<file path="config.mk">
export PLATFORM = sky130hd
export DESIGN_NAME = urxce_rx_crc
export DESIGN_NICKNAME = d
export VERILOG_FILES = /design/src/hw/urxce_pkg.sv /design/src/hw/urxce_wr_if.sv /design/src/hw/urxce_fifo_gate.sv /design/src/hw/urxce_rx_crc.sv
export SDC_FILE = /design/constraint.sdc
export NUM_CORES = 1
export LEC_CHECK = 0
export BUFFER_PORTS_ARGS = -buffer_cell sky130_fd_sc_hd__buf_2
export CAP_MARGIN = 20
export CORE_UTILIZATION = 35
export CTS_CLUSTER_DIAMETER = 30
export CTS_CLUSTER_SIZE = 16
export DETAILED_ROUTE_END_ITERATION = 12
export PLACE_DENSITY = 0.65
export SLEW_MARGIN = 20
export SYNTH_ARGS = -nofsm -noshare
export SYNTH_HDL_FRONTEND = slang
export SYNTH_SLANG_ARGS = --single-unit
</file>
<file path="constraint.sdc">
create_clock -name clk_in -period 2.5 [get_ports clk_in]
set_input_delay 0.5 -clock clk_in [delete_from_list [all_inputs] [get_ports clk_in]]
set_output_delay 0.5 -clock clk_in [all_outputs]
set_load 0.01 [all_outputs]
</file>
<file path="src/hw/urxce_pkg.sv">
package urxce_pkg;
  localparam int URXCE_LEN_W = 11;
  localparam int URXCE_EP_W = 4;
  localparam int URXCE_EP_N = 16;
  localparam logic [URXCE_LEN_W-1:0] URXCE_LEN_RST = 11'h000;
  localparam logic [URXCE_LEN_W-1:0] URXCE_ISO_LEN_SHORT = 11'h001;
  localparam logic [1:0] URXCE_HS_ACK = 2'h2;
  localparam logic [1:0] URXCE_HS_NONE = 2'h0;
  typedef enum logic [1:0] {
    URXCE_ST_IDLE,
    URXCE_ST_DATA,
    URXCE_ST_DROP
  } urxce_state_e;
endpackage : urxce_pkg

</file>
<file path="src/hw/urxce_wr_if.sv">
`timescale 1ns/1ps
`default_nettype none
interface urxce_wr_if;
  logic wr;
  logic [7:0] data;
  logic commit;
  logic discard;
  modport src (output wr, output data, output commit, output discard);
  modport dst (input wr, input data, input commit, input discard);
endinterface : urxce_wr_if
`default_nettype wire

</file>
<file path="src/hw/urxce_fifo_gate.sv">
`timescale 1ns/1ps
`default_nettype none
// registers each packet byte and the rollback strobe for one cycle on the way to the fifo
module urxce_fifo_gate
  import urxce_pkg::*;
#(
  parameter int LEN_W = URXCE_LEN_W
) (
  input wire logic clk_in,
  input wire logic nrst_in,
  urxce_wr_if.dst wr_in,
  output logic fifo_wr_out,
  output logic [7:0] fifo_data_out,
  output logic fifo_rollback_out
);
  always_ff @(posedge clk_in or negedge nrst_in) begin
    if (!nrst_in) begin
      fifo_wr_out <= 1'b0;
      fifo_data_out <= 8'h00;
      fifo_rollback_out <= 1'b0;
    end else begin
      fifo_wr_out <= wr_in.wr;
      fifo_data_out <= wr_in.data;
      // a committed packet is never rolled back
      fifo_rollback_out <= wr_in.discard && !wr_in.commit;
    end
  end
endmodule : urxce_fifo_gate
`default_nettype wire

</file>
<file path="src/hw/urxce_rx_crc.sv">
`timescale 1ns/1ps
`default_nettype none
module urxce_rx_crc
  import urxce_pkg::*;
#(
  parameter int LEN_W = URXCE_LEN_W,
  parameter int EP_N = URXCE_EP_N
) (
  input wire logic clk_in,
  input wire logic nrst_in,
  input wire logic rx_start_in,
  input wire logic [URXCE_EP_W-1:0] rx_ep_in,
  input wire logic rx_iso_in,
  input wire logic rx_byte_in,
  input wire logic [7:0] rx_data_in,
  input wire logic rx_end_in,
  input wire logic rx_crc_ok_in,
  input wire logic [URXCE_EP_W-1:0] sw_ep_in,
  input wire logic sw_clr_in,
  output logic fifo_wr_out,
  output logic [7:0] fifo_data_out,
  output logic fifo_rollback_out,
  output logic [1:0] hs_out,
  output logic hs_valid_out,
  output logic pkt_done_out,
  output logic [LEN_W-1:0] pkt_len_out,
  output logic crc_err_out,
  output logic sw_crc_err_out
);
  // ----------------------------------------------------------------
  // packet tracking
  // ----------------------------------------------------------------
  urxce_state_e state;
  urxce_state_e next_state;
  logic iso;
  logic [URXCE_EP_W-1:0] ep;
  logic [LEN_W-1:0] cnt;
  logic [LEN_W-1:0] next_cnt;
  logic [EP_N-1:0] ep_err;
  logic [EP_N-1:0] next_ep_err;
  urxce_wr_if wr_bus ();

  // ----------------------------------------------------------------
  // helpers
  // ----------------------------------------------------------------
  function automatic logic [LEN_W-1:0] inc_len(input logic [LEN_W-1:0] v);
    return LEN_W'(v + 1'b1);
  endfunction : inc_len

  function automatic logic [EP_N-1:0] ep_bit(input logic [URXCE_EP_W-1:0] e);
    return EP_N'(1) << e;
  endfunction : ep_bit

  wire logic in_pkt = (state == URXCE_ST_DATA);
  wire logic fin = in_pkt && rx_end_in;
  wire logic bad = fin && !rx_crc_ok_in;
  wire logic iso_bad = bad && iso;
  wire logic plain_bad = bad && !iso;
  // a byte may arrive together with the end strobe and still counts
  wire logic [LEN_W-1:0] fin_len = rx_byte_in ? inc_len(cnt) : cnt;
  // short count only hurts when there is a byte to drop
  wire logic [LEN_W-1:0] short_len = (fin_len >= URXCE_ISO_LEN_SHORT) ?
    LEN_W'(fin_len - URXCE_ISO_LEN_SHORT) : LEN_W'(URXCE_LEN_RST);
  wire logic [EP_N-1:0] set_mask = iso_bad ? ep_bit(ep) : '0;
  wire logic [EP_N-1:0] clr_mask = sw_clr_in ? ep_bit(sw_ep_in) : '0;

  assign wr_bus.wr = in_pkt && rx_byte_in;
  assign wr_bus.data = rx_data_in;
  assign wr_bus.commit = fin && (rx_crc_ok_in || iso);
  assign wr_bus.discard = plain_bad;

  always_comb begin
    next_state = state;
    next_cnt = cnt;
    case (state)
      URXCE_ST_IDLE: begin
        if (rx_start_in) begin
          next_state = URXCE_ST_DATA;
          next_cnt = URXCE_LEN_RST;
        end
      end
      URXCE_ST_DATA: begin
        if (rx_byte_in) begin
          next_cnt = inc_len(cnt);
        end
        if (rx_end_in) begin
          next_state = URXCE_ST_IDLE;
        end
      end
      default: begin
        next_state = URXCE_ST_IDLE;
      end
    endcase
  end

  // set wins over clear
  assign next_ep_err = (ep_err & ~clr_mask) | set_mask;

  always_ff @(posedge clk_in or negedge nrst_in) begin
    if (!nrst_in) begin
      state <= URXCE_ST_IDLE;
      cnt <= URXCE_LEN_RST;
    end else begin
      state <= next_state;
      cnt <= next_cnt;
    end
  end

  // transfer kind and endpoint are taken with the start strobe only
  always_ff @(posedge clk_in or negedge nrst_in) begin
    if (!nrst_in) begin
      iso <= 1'b0;
      ep <= '0;
    end else if (rx_start_in && !in_pkt) begin
      iso <= rx_iso_in;
      ep <= rx_ep_in;
    end
  end

  // ----------------------------------------------------------------
  // per-endpoint crc flags
  // ----------------------------------------------------------------
  always_ff @(posedge clk_in or negedge nrst_in) begin
    if (!nrst_in) begin
      ep_err <= '0;
    end else begin
      ep_err <= next_ep_err;
    end
  end

  // ----------------------------------------------------------------
  // completion report and handshake
  // ----------------------------------------------------------------
  always_ff @(posedge clk_in or negedge nrst_in) begin
    if (!nrst_in) begin
      pkt_done_out <= 1'b0;
      pkt_len_out <= URXCE_LEN_RST;
      crc_err_out <= 1'b0;
      hs_out <= URXCE_HS_NONE;
      hs_valid_out <= 1'b0;
    end else begin
      pkt_done_out <= fin && !plain_bad;
      crc_err_out <= iso_bad;
      hs_valid_out <= fin && !iso;
      hs_out <= (fin && !iso && rx_crc_ok_in) ? URXCE_HS_ACK : URXCE_HS_NONE;
      if (fin && !plain_bad) begin
        pkt_len_out <= iso_bad ? short_len : fin_len;
      end
    end
  end

  assign sw_crc_err_out = ep_err[sw_ep_in];

  urxce_fifo_gate #(.LEN_W(LEN_W)) u_gate (
    .clk_in(clk_in),
    .nrst_in(nrst_in),
    .wr_in(wr_bus),
    .fifo_wr_out(fifo_wr_out),
    .fifo_data_out(fifo_data_out),
    .fifo_rollback_out(fifo_rollback_out)
  );

  // ----------------------------------------------------------------
  // checks
  // ----------------------------------------------------------------
  AST_ISO_FLAG: assert property (@(posedge clk_in) disable iff (!nrst_in)
    iso_bad |=> crc_err_out && pkt_done_out) else $error("iso crc error not flagged");

  AST_ISO_KEEP: assert property (@(posedge clk_in) disable iff (!nrst_in)
    iso_bad |=> !fifo_rollback_out) else $error("iso packet rolled back");

  AST_ROLLBACK_ONLY: assert property (@(posedge clk_in) disable iff (!nrst_in)
    !plain_bad |=> !fifo_rollback_out) else $error("packet rolled back without cause");

  AST_ISO_SHORT: assert property (@(posedge clk_in) disable iff (!nrst_in)
    iso_bad && fin_len != 0 |=> pkt_len_out == $past(fin_len) - 1'b1)
    else $error("iso length not one short");

  AST_ALL_BYTES: assert property (@(posedge clk_in) disable iff (!nrst_in)
    in_pkt && rx_byte_in |=> fifo_wr_out && fifo_data_out == $past(rx_data_in))
    else $error("received byte not written");

  AST_NO_STRAY: assert property (@(posedge clk_in) disable iff (!nrst_in)
    !(in_pkt && rx_byte_in) |=> !fifo_wr_out) else $error("byte written outside a packet");

  AST_DROP: assert property (@(posedge clk_in) disable iff (!nrst_in)
    plain_bad |=> fifo_rollback_out && hs_valid_out && hs_out != URXCE_HS_ACK)
    else $error("bad non-iso packet kept or acked");

  AST_GOOD_ACK: assert property (@(posedge clk_in) disable iff (!nrst_in)
    fin && !iso && rx_crc_ok_in |=> hs_valid_out && hs_out == URXCE_HS_ACK)
    else $error("good non-iso packet not acked");

  AST_HS_ONLY_PLAIN: assert property (@(posedge clk_in) disable iff (!nrst_in)
    !(fin && !iso) |=> !hs_valid_out) else $error("handshake without non-iso end");

  AST_SILENT: assert property (@(posedge clk_in) disable iff (!nrst_in)
    plain_bad |=> !crc_err_out && !pkt_done_out) else $error("non-iso error reported");

  AST_ERR_ONLY_ISO: assert property (@(posedge clk_in) disable iff (!nrst_in)
    !iso_bad |=> !crc_err_out) else $error("crc error raised without iso failure");

  AST_GOOD_LEN: assert property (@(posedge clk_in) disable iff (!nrst_in)
    fin && rx_crc_ok_in |=> pkt_len_out == $past(fin_len) && !crc_err_out)
    else $error("good packet length wrong");

  AST_EP_FLAG: assert property (@(posedge clk_in) disable iff (!nrst_in)
    iso_bad |=> ep_err[$past(ep)]) else $error("endpoint crc flag not set");

  AST_EP_CLEAR: assert property (@(posedge clk_in) disable iff (!nrst_in)
    sw_clr_in && !(iso_bad && sw_ep_in == ep) |=> !ep_err[$past(sw_ep_in)])
    else $error("endpoint crc flag not cleared");

  AST_LEN_HOLD: assert property (@(posedge clk_in) disable iff (!nrst_in)
    !(fin && !plain_bad) |=> $stable(pkt_len_out)) else $error("packet length moved");
endmodule : urxce_rx_crc
`default_nettype wire

</file>
# After elaboration in Yosys (flattened, before gate mapping)

Index checks and enable logic that the tools add are counted.

Add/sub/neg operators: 2
Magnitude comparators: 2
Equality and inequality tests: 3
Shift-type cells: 2
Multiplexer cells: 13
Bitwise gates (word level): 3
Reduce and logical (&&, ||, !) cells: 21

Operators with widths:

| operator                                                            | number |
|---|---|
| 2-to-1 mux 11 bit                                                   | 4 |
| 2-to-1 mux 16 bit                                                   | 2 |
| left shift 1 x 4 -> 16 bit (first input constant)                   | 2 |
| one-hot mux 11 bit (2 select lines)                                 | 1 |
| bitwise AND 16 bit                                                  | 1 |
| NOT 16 bit                                                          | 1 |
| bitwise OR 16 bit                                                   | 1 |
| adder 11 x 1 -> 11 bit (second input constant)                      | 1 |
| greater-or-equal comparator 11 x 1 -> 1 bit (second input constant) | 1 |
| logical AND 1 bit                                                   | 11 |
| subtractor 11 x 1 -> 11 bit (second input constant)                 | 1 |
| 2-to-1 mux 2 bit                                                    | 3 |
| logical NOT 1 bit                                                   | 5 |
| less-than comparator 4 x 5 -> 1 bit (second input constant)         | 1 |
| binary-select mux 1 bit (select 4 bit)                              | 1 |
| != test 2 bit (second input constant)                               | 2 |
| one-hot mux 2 bit (2 select lines)                                  | 1 |
| AND reduction 2 bit                                                 | 2 |
| == test 2 x 1 -> 1 bit (second input constant)                      | 1 |
| logical NOT 2 bit                                                   | 1 |
| nonzero test 2 bit                                                  | 1 |
| logical OR 1 bit                                                    | 1 |
| 2-to-1 mux 1 bit                                                    | 1 |

Bits in registers: 60
Input port bits: 24
Output and inout port bits: 27
Word-level logic and storage cells: 59

# Logic depth before layout (Yosys ltp)

Word-level depth: 6
Depth in mapped cells: 9
Depth with buffers taken out: 9

# Cells and area by module

Synthesis repeated with hierarchy kept, for this count alone.

Cells, all modules: 300
Area, all modules: 3047.9 µm²

By module, submodules not included:

| module          | instances | cells an instance | area an instance (µm²) | sequential area each (µm²) |
|---|---|---|---|---|
| urxce_rx_crc    | 1         | 289               | 2783.9                 | 1201.2 |
| urxce_fifo_gate | 1         | 11                | 264.0                  | 250.2 |

# Worst setup path after synthesis

Ideal clock, no wire load.

Path type: input to output
Start point: in sw_ep_in[0]
End point: out sw_crc_err_out
Arrival: 1834 ps
Data required time: 2000 ps
Path slack: 166 ps
Stages: 3
Cells stage by stage: clkbuf_1 > mux4_2 > mux4_2

Longest elaborated chain between the ends: 2

RTL lines:

| element                                | RTL line            | RTL |
|---|---|---|
| start: declaration                     | urxce_rx_crc.sv:18  | `input wire logic [URXCE_EP_W-1:0] sw_ep_in,` |
| binary-select mux 1 bit (select 4 bit) | urxce_rx_crc.sv:152 | `assign sw_crc_err_out = ep_err[sw_ep_in];` |
| 2-to-1 mux 1 bit (implied by the code) | urxce_rx_crc.sv:152 |  |
| end: declaration                       | urxce_rx_crc.sv:28  | `output logic sw_crc_err_out` |

Every way passes these cells. The select of a mux whose other input is x is not followed.

# Worst setup path after layout

Ends and elaborated chain as after synthesis.

==> results.yml <==
status:
  status: "finished clean"
detailed_routing:
  met2_length_mm: 3.195
  vias_per_cell: 5.262
  drt_iter0_drc: 74
  num_vias: 2426
  dr_wl_met3_um: 422
  wl_per_cell_um: 14.41
  met1Wirelength_mm: 2.901
  post-route-drc-count: 0
  wirelength_mm: 6.642
  top_layer: "met4"
  postRouteAntennaNets: 0
  firstDrtPassIters: 4
cts:
  cts_tree: "yes"
  ctsLongestPathBuffers: 2
  cts.sinks: 58
  cts-resized-gates: 0
  clockRootBuffer: "clkbuf_8"
  cts_hold_buf: 0
  clkTransAtPathRegs_ns: 0.07
  cts_made_buffers: 9
  clkLatencyLatePin_ns: 0.34
  postCtsSetupBuffers: 0
  htree_levels: 3
floorplanning:
  die_h_um: 93.37
  dieArea_um2: 8717
  initial_core_util_pct: 37.04
  pin_count: 51
  coreArea_um2: 7888
  die_w_um: 93.37
  rows: 32
place:
  routabilityCongestion: 0.9149
  port_buffers: 49
  place_area_um2: 3343
  dp_hpwl_mm: 5.044
timing:
  rsz0062_at_grt: "false"
  fmax_mhz: 428.6
  fin_crit_ns: 2.333
  fin_tns_setup_ns: 0
  relSlewSlack_pct: 66.62
  finalMaxSlewViolations: 0
  min_period_over_period_pct: 93.33
  hold_viol: 0
  worst_pin_slew_ns: 0.4996
  finalSetupViolCount: 0
  skew_ns: 0.008059
pwr:
  p_sw_uw: 899.5
  swShare_pct: 30.60
  combPwrFrac_pct: 26.0
  leakage_nw: 1.621
  p_clk_share_pct: 33.4
  power_density_nw_per_um2: 822.4
  pwr-share-seq_pct: 40.6
  peakVddDrop_v: 0.0003522
  internal_power_mw: 2.040
synthesis:
  syn_area_um2: 2922
  yosys.area.top_type: "dfrtp_1"
  synthArstFlopShare_pct: 100.0
  syn_inst: 293
  synthAdderAreaFrac_pct: 1.285
  synth_area_leaders: "dfrtp_1 (50%), o21ai_0 (7.5%), mux4_2 (3.9%)"
  synth_compound_area_share_pct: 14.52
  synth_top_family_by_area: "simple AND/OR/NAND/NOR gates"
  yosysTopAreaCellShare_pct: 49.68
  yosys.area_share.xor_xnor_pct: 4.197
  synth.area.mux_share_pct: 7.537
  avgSynthCellArea_um2: 9.971
  synthFlopType: "dfrtp_1"
  ys_seq_area_share_pct: 49.68
  synth-seq-cells: 58
  synthSimpleGateAreaFrac_pct: 19.14
  ys_warn_count: 0
  synth_nets: 320
  synth_edf_count: 0
  synth_cell_type_count: 49
setup_path:
  cp-end-kind: "output pin"
  crit_type: "input port to output pin"
  reg2reg_slack_ns: 0.20
  path_max_fanout: 8
  r2r_start: "cnt[1]$_DFFE_PN0P_"
  slowest_stage: "mux4_2"
  cp-start-kind: "input port"
  crit_required_ns: 2.00
  cpPeakStageDelay_ns: 0.52
  cp-startpoint: "sw_ep_in[0]"
  cp.arrival_ns: 1.83
  cp_cell_sequence: "buf_2, mux4_2, mux4_2, buf_2"
finish:
  drive_gt1_share_pct: 28.13
  syn_to_final_growth_pct: 22.36
  n_antenna_cell: 0
  layout.nets: 381
  fin_area_um2: 3575
global_routing:
  grt_max_degree: 30
  grt_pass1_wl_mm: 11.27
  grt_antenna_before_repair: 0
  grt_pass1_vias: 2434
  grt_overflow_total: 0
  grt.total_usage_pct: 16.86
worst_hold_path:
  holdCritPathClass: "input port to asynchronous set/reset pin"
flow_run:
  drv_cap: 0
area by class of cell:
cell class / instances / area, µm²
fill: 741 / 4313
sequential: 58 / 1451
multi-input combinational: 214 / 1370
timing repair buffer: 64 / 370.4
clock buffer: 12 / 155.1
tap: 102 / 127.6
clock inverter: 4 / 73.82
inverter: 7 / 26.28
synthesized netlist by cell type, drive strengths merged (2+ instances only):
| cell | number |
|---|---|
| buf | 6 |
| ha | 3 |
| nand3b | 3 |
| mux4 | 5 |
| and3 | 2 |
| nand4 | 7 |
| o211ai | 5 |
| nor3 | 7 |
| nor2 | 17 |
| and2 | 4 |
| mux2i | 4 |
| nand2 | 26 |
| or2 | 4 |
| and4 | 2 |
| inv | 6 |
| a21oi | 12 |
| or4 | 3 |
| o21ai | 50 |
| clkbuf | 8 |
| nand3 | 11 |
| dfrtp | 58 |
| mux2 | 6 |
| xnor2 | 8 |
| nor2b | 3 |
| xor2 | 6 |
| nand2b | 10 |
| nor4 | 2 |
flip-flops by register name (all words and copies together) (netlist names):
signal and cells:
u_gate.fifo_wr_out 1, u_gate.fifo_rollback_out 1, pkt_len_out 11, ep_err 16, state 1, iso 1, hs_valid_out 1, crc_err_out 1
hs_out 1, pkt_done_out 1, cnt 11, ep 4, u_gate.fifo_data_out 8
cells in the final DEF (no fill, tap or decap), types with 2 or more instances in the layout:
cell / synthesis / final
a21oi_1: 12 / 12
and2_1: 4 / 4
and3_1: 2 / 2
buf_2: 1 / 49
buf_4: 2 / 14
bufinv_16: 0 / 2
clkbuf_8: 0 / 11
dfrtp_1: 58 / 58
ha_1: 3 / 2
inv_1: 5 / 5
mux2_2: 6 / 6
mux2i_1: 4 / 4
mux4_2: 5 / 5
nand2_1: 26 / 26
nand2b_1: 10 / 10
nand3_1: 11 / 11
nand3b_1: 3 / 3
nand4_1: 7 / 7
nor2_1: 17 / 17
nor2b_1: 3 / 3
nor3_1: 7 / 7
nor4_1: 2 / 2
o211ai_1: 5 / 5
o21ai_0: 44 / 44
o21ai_1: 6 / 6
or2_2: 4 / 4
or4_1: 2 / 2
xnor2_1: 8 / 8
xor2_1: 6 / 6
kinds of logic (layout without fill, tap and decap cells):
family / Yosys count / count (layout)
mux: 15 / 15
xor+xnor: 14 / 14
buf+inv: 21 / 87
other cells: 1 / 1
flops: 58 / 58
fa+ha+maj: 3 / 3
simple gates: 106 / 106
compound gates: 75 / 75
metal layers:
metal  global-route usage [%]  up-vias
met4                    6.026        0
met3                    5.366       16
met5                        0        -
li1                         -     1159
met2                    27.39       82
met1                    21.01     1169
final timing paths:
| kind | to | depth (start not counted) |
|---|---|---|
| worst max-delay path | sw_crc_err_out | 4 |
| worst min-delay path | u_gate.fifo_rollback_out$_DFF_PN0_ | 1 |
| worst max register to register | pkt_len_out[9]$_DFFE_PN0P_ | 9 |
| worst min register to register | pkt_len_out[7]$_DFFE_PN0P_ | 2 |
| max in group asynchronous | cnt[2]$_DFFE_PN0P_ | 2 |
| min in group clk_in | u_gate.fifo_data_out[4]$_DFF_PN0_ | 1 |
stage by stage:
stage	total power, mW	instances	utilization (%)	hold slack (ns)	setup WS (ns)
after floorplan	1.678	293	-	0.2044	0.1655
after global placement	1.942	445	42.39	0.4325	0.1056
after detailed placement	1.968	445	42.39	0.4390	0.08168
after CTS	2.972	461	45.29	0.06461	0.1674
after global routing	3.122	461	45.32	0.07569	0.04849
final	2.940	461	45.32	0.07043	0.1667
power groups by stage:
| stage | clock network (mW) | registers, mW | logic [mW] |
|---|---|---|---|
| 5_1_grt | 1.06 | 1.21 | 0.851 |
| 3_3_place_gp | 0 | 1.21 | 0.737 |
| 4_1_cts | 1.01 | 1.19 | 0.765 |
| 2_1_floorplan | 0 | 1.20 | 0.476 |
| 3_5_place_dp | 0 | 1.21 | 0.758 |
| 6_report | 0.982 | 1.19 | 0.763 |
worst max-delay path, delay by kind of cell:
family | cells | cell delay, ns
mux | 2 | 0.98
buf+inv | 2 | 0.35
Power figures use the tool's default switching activity.
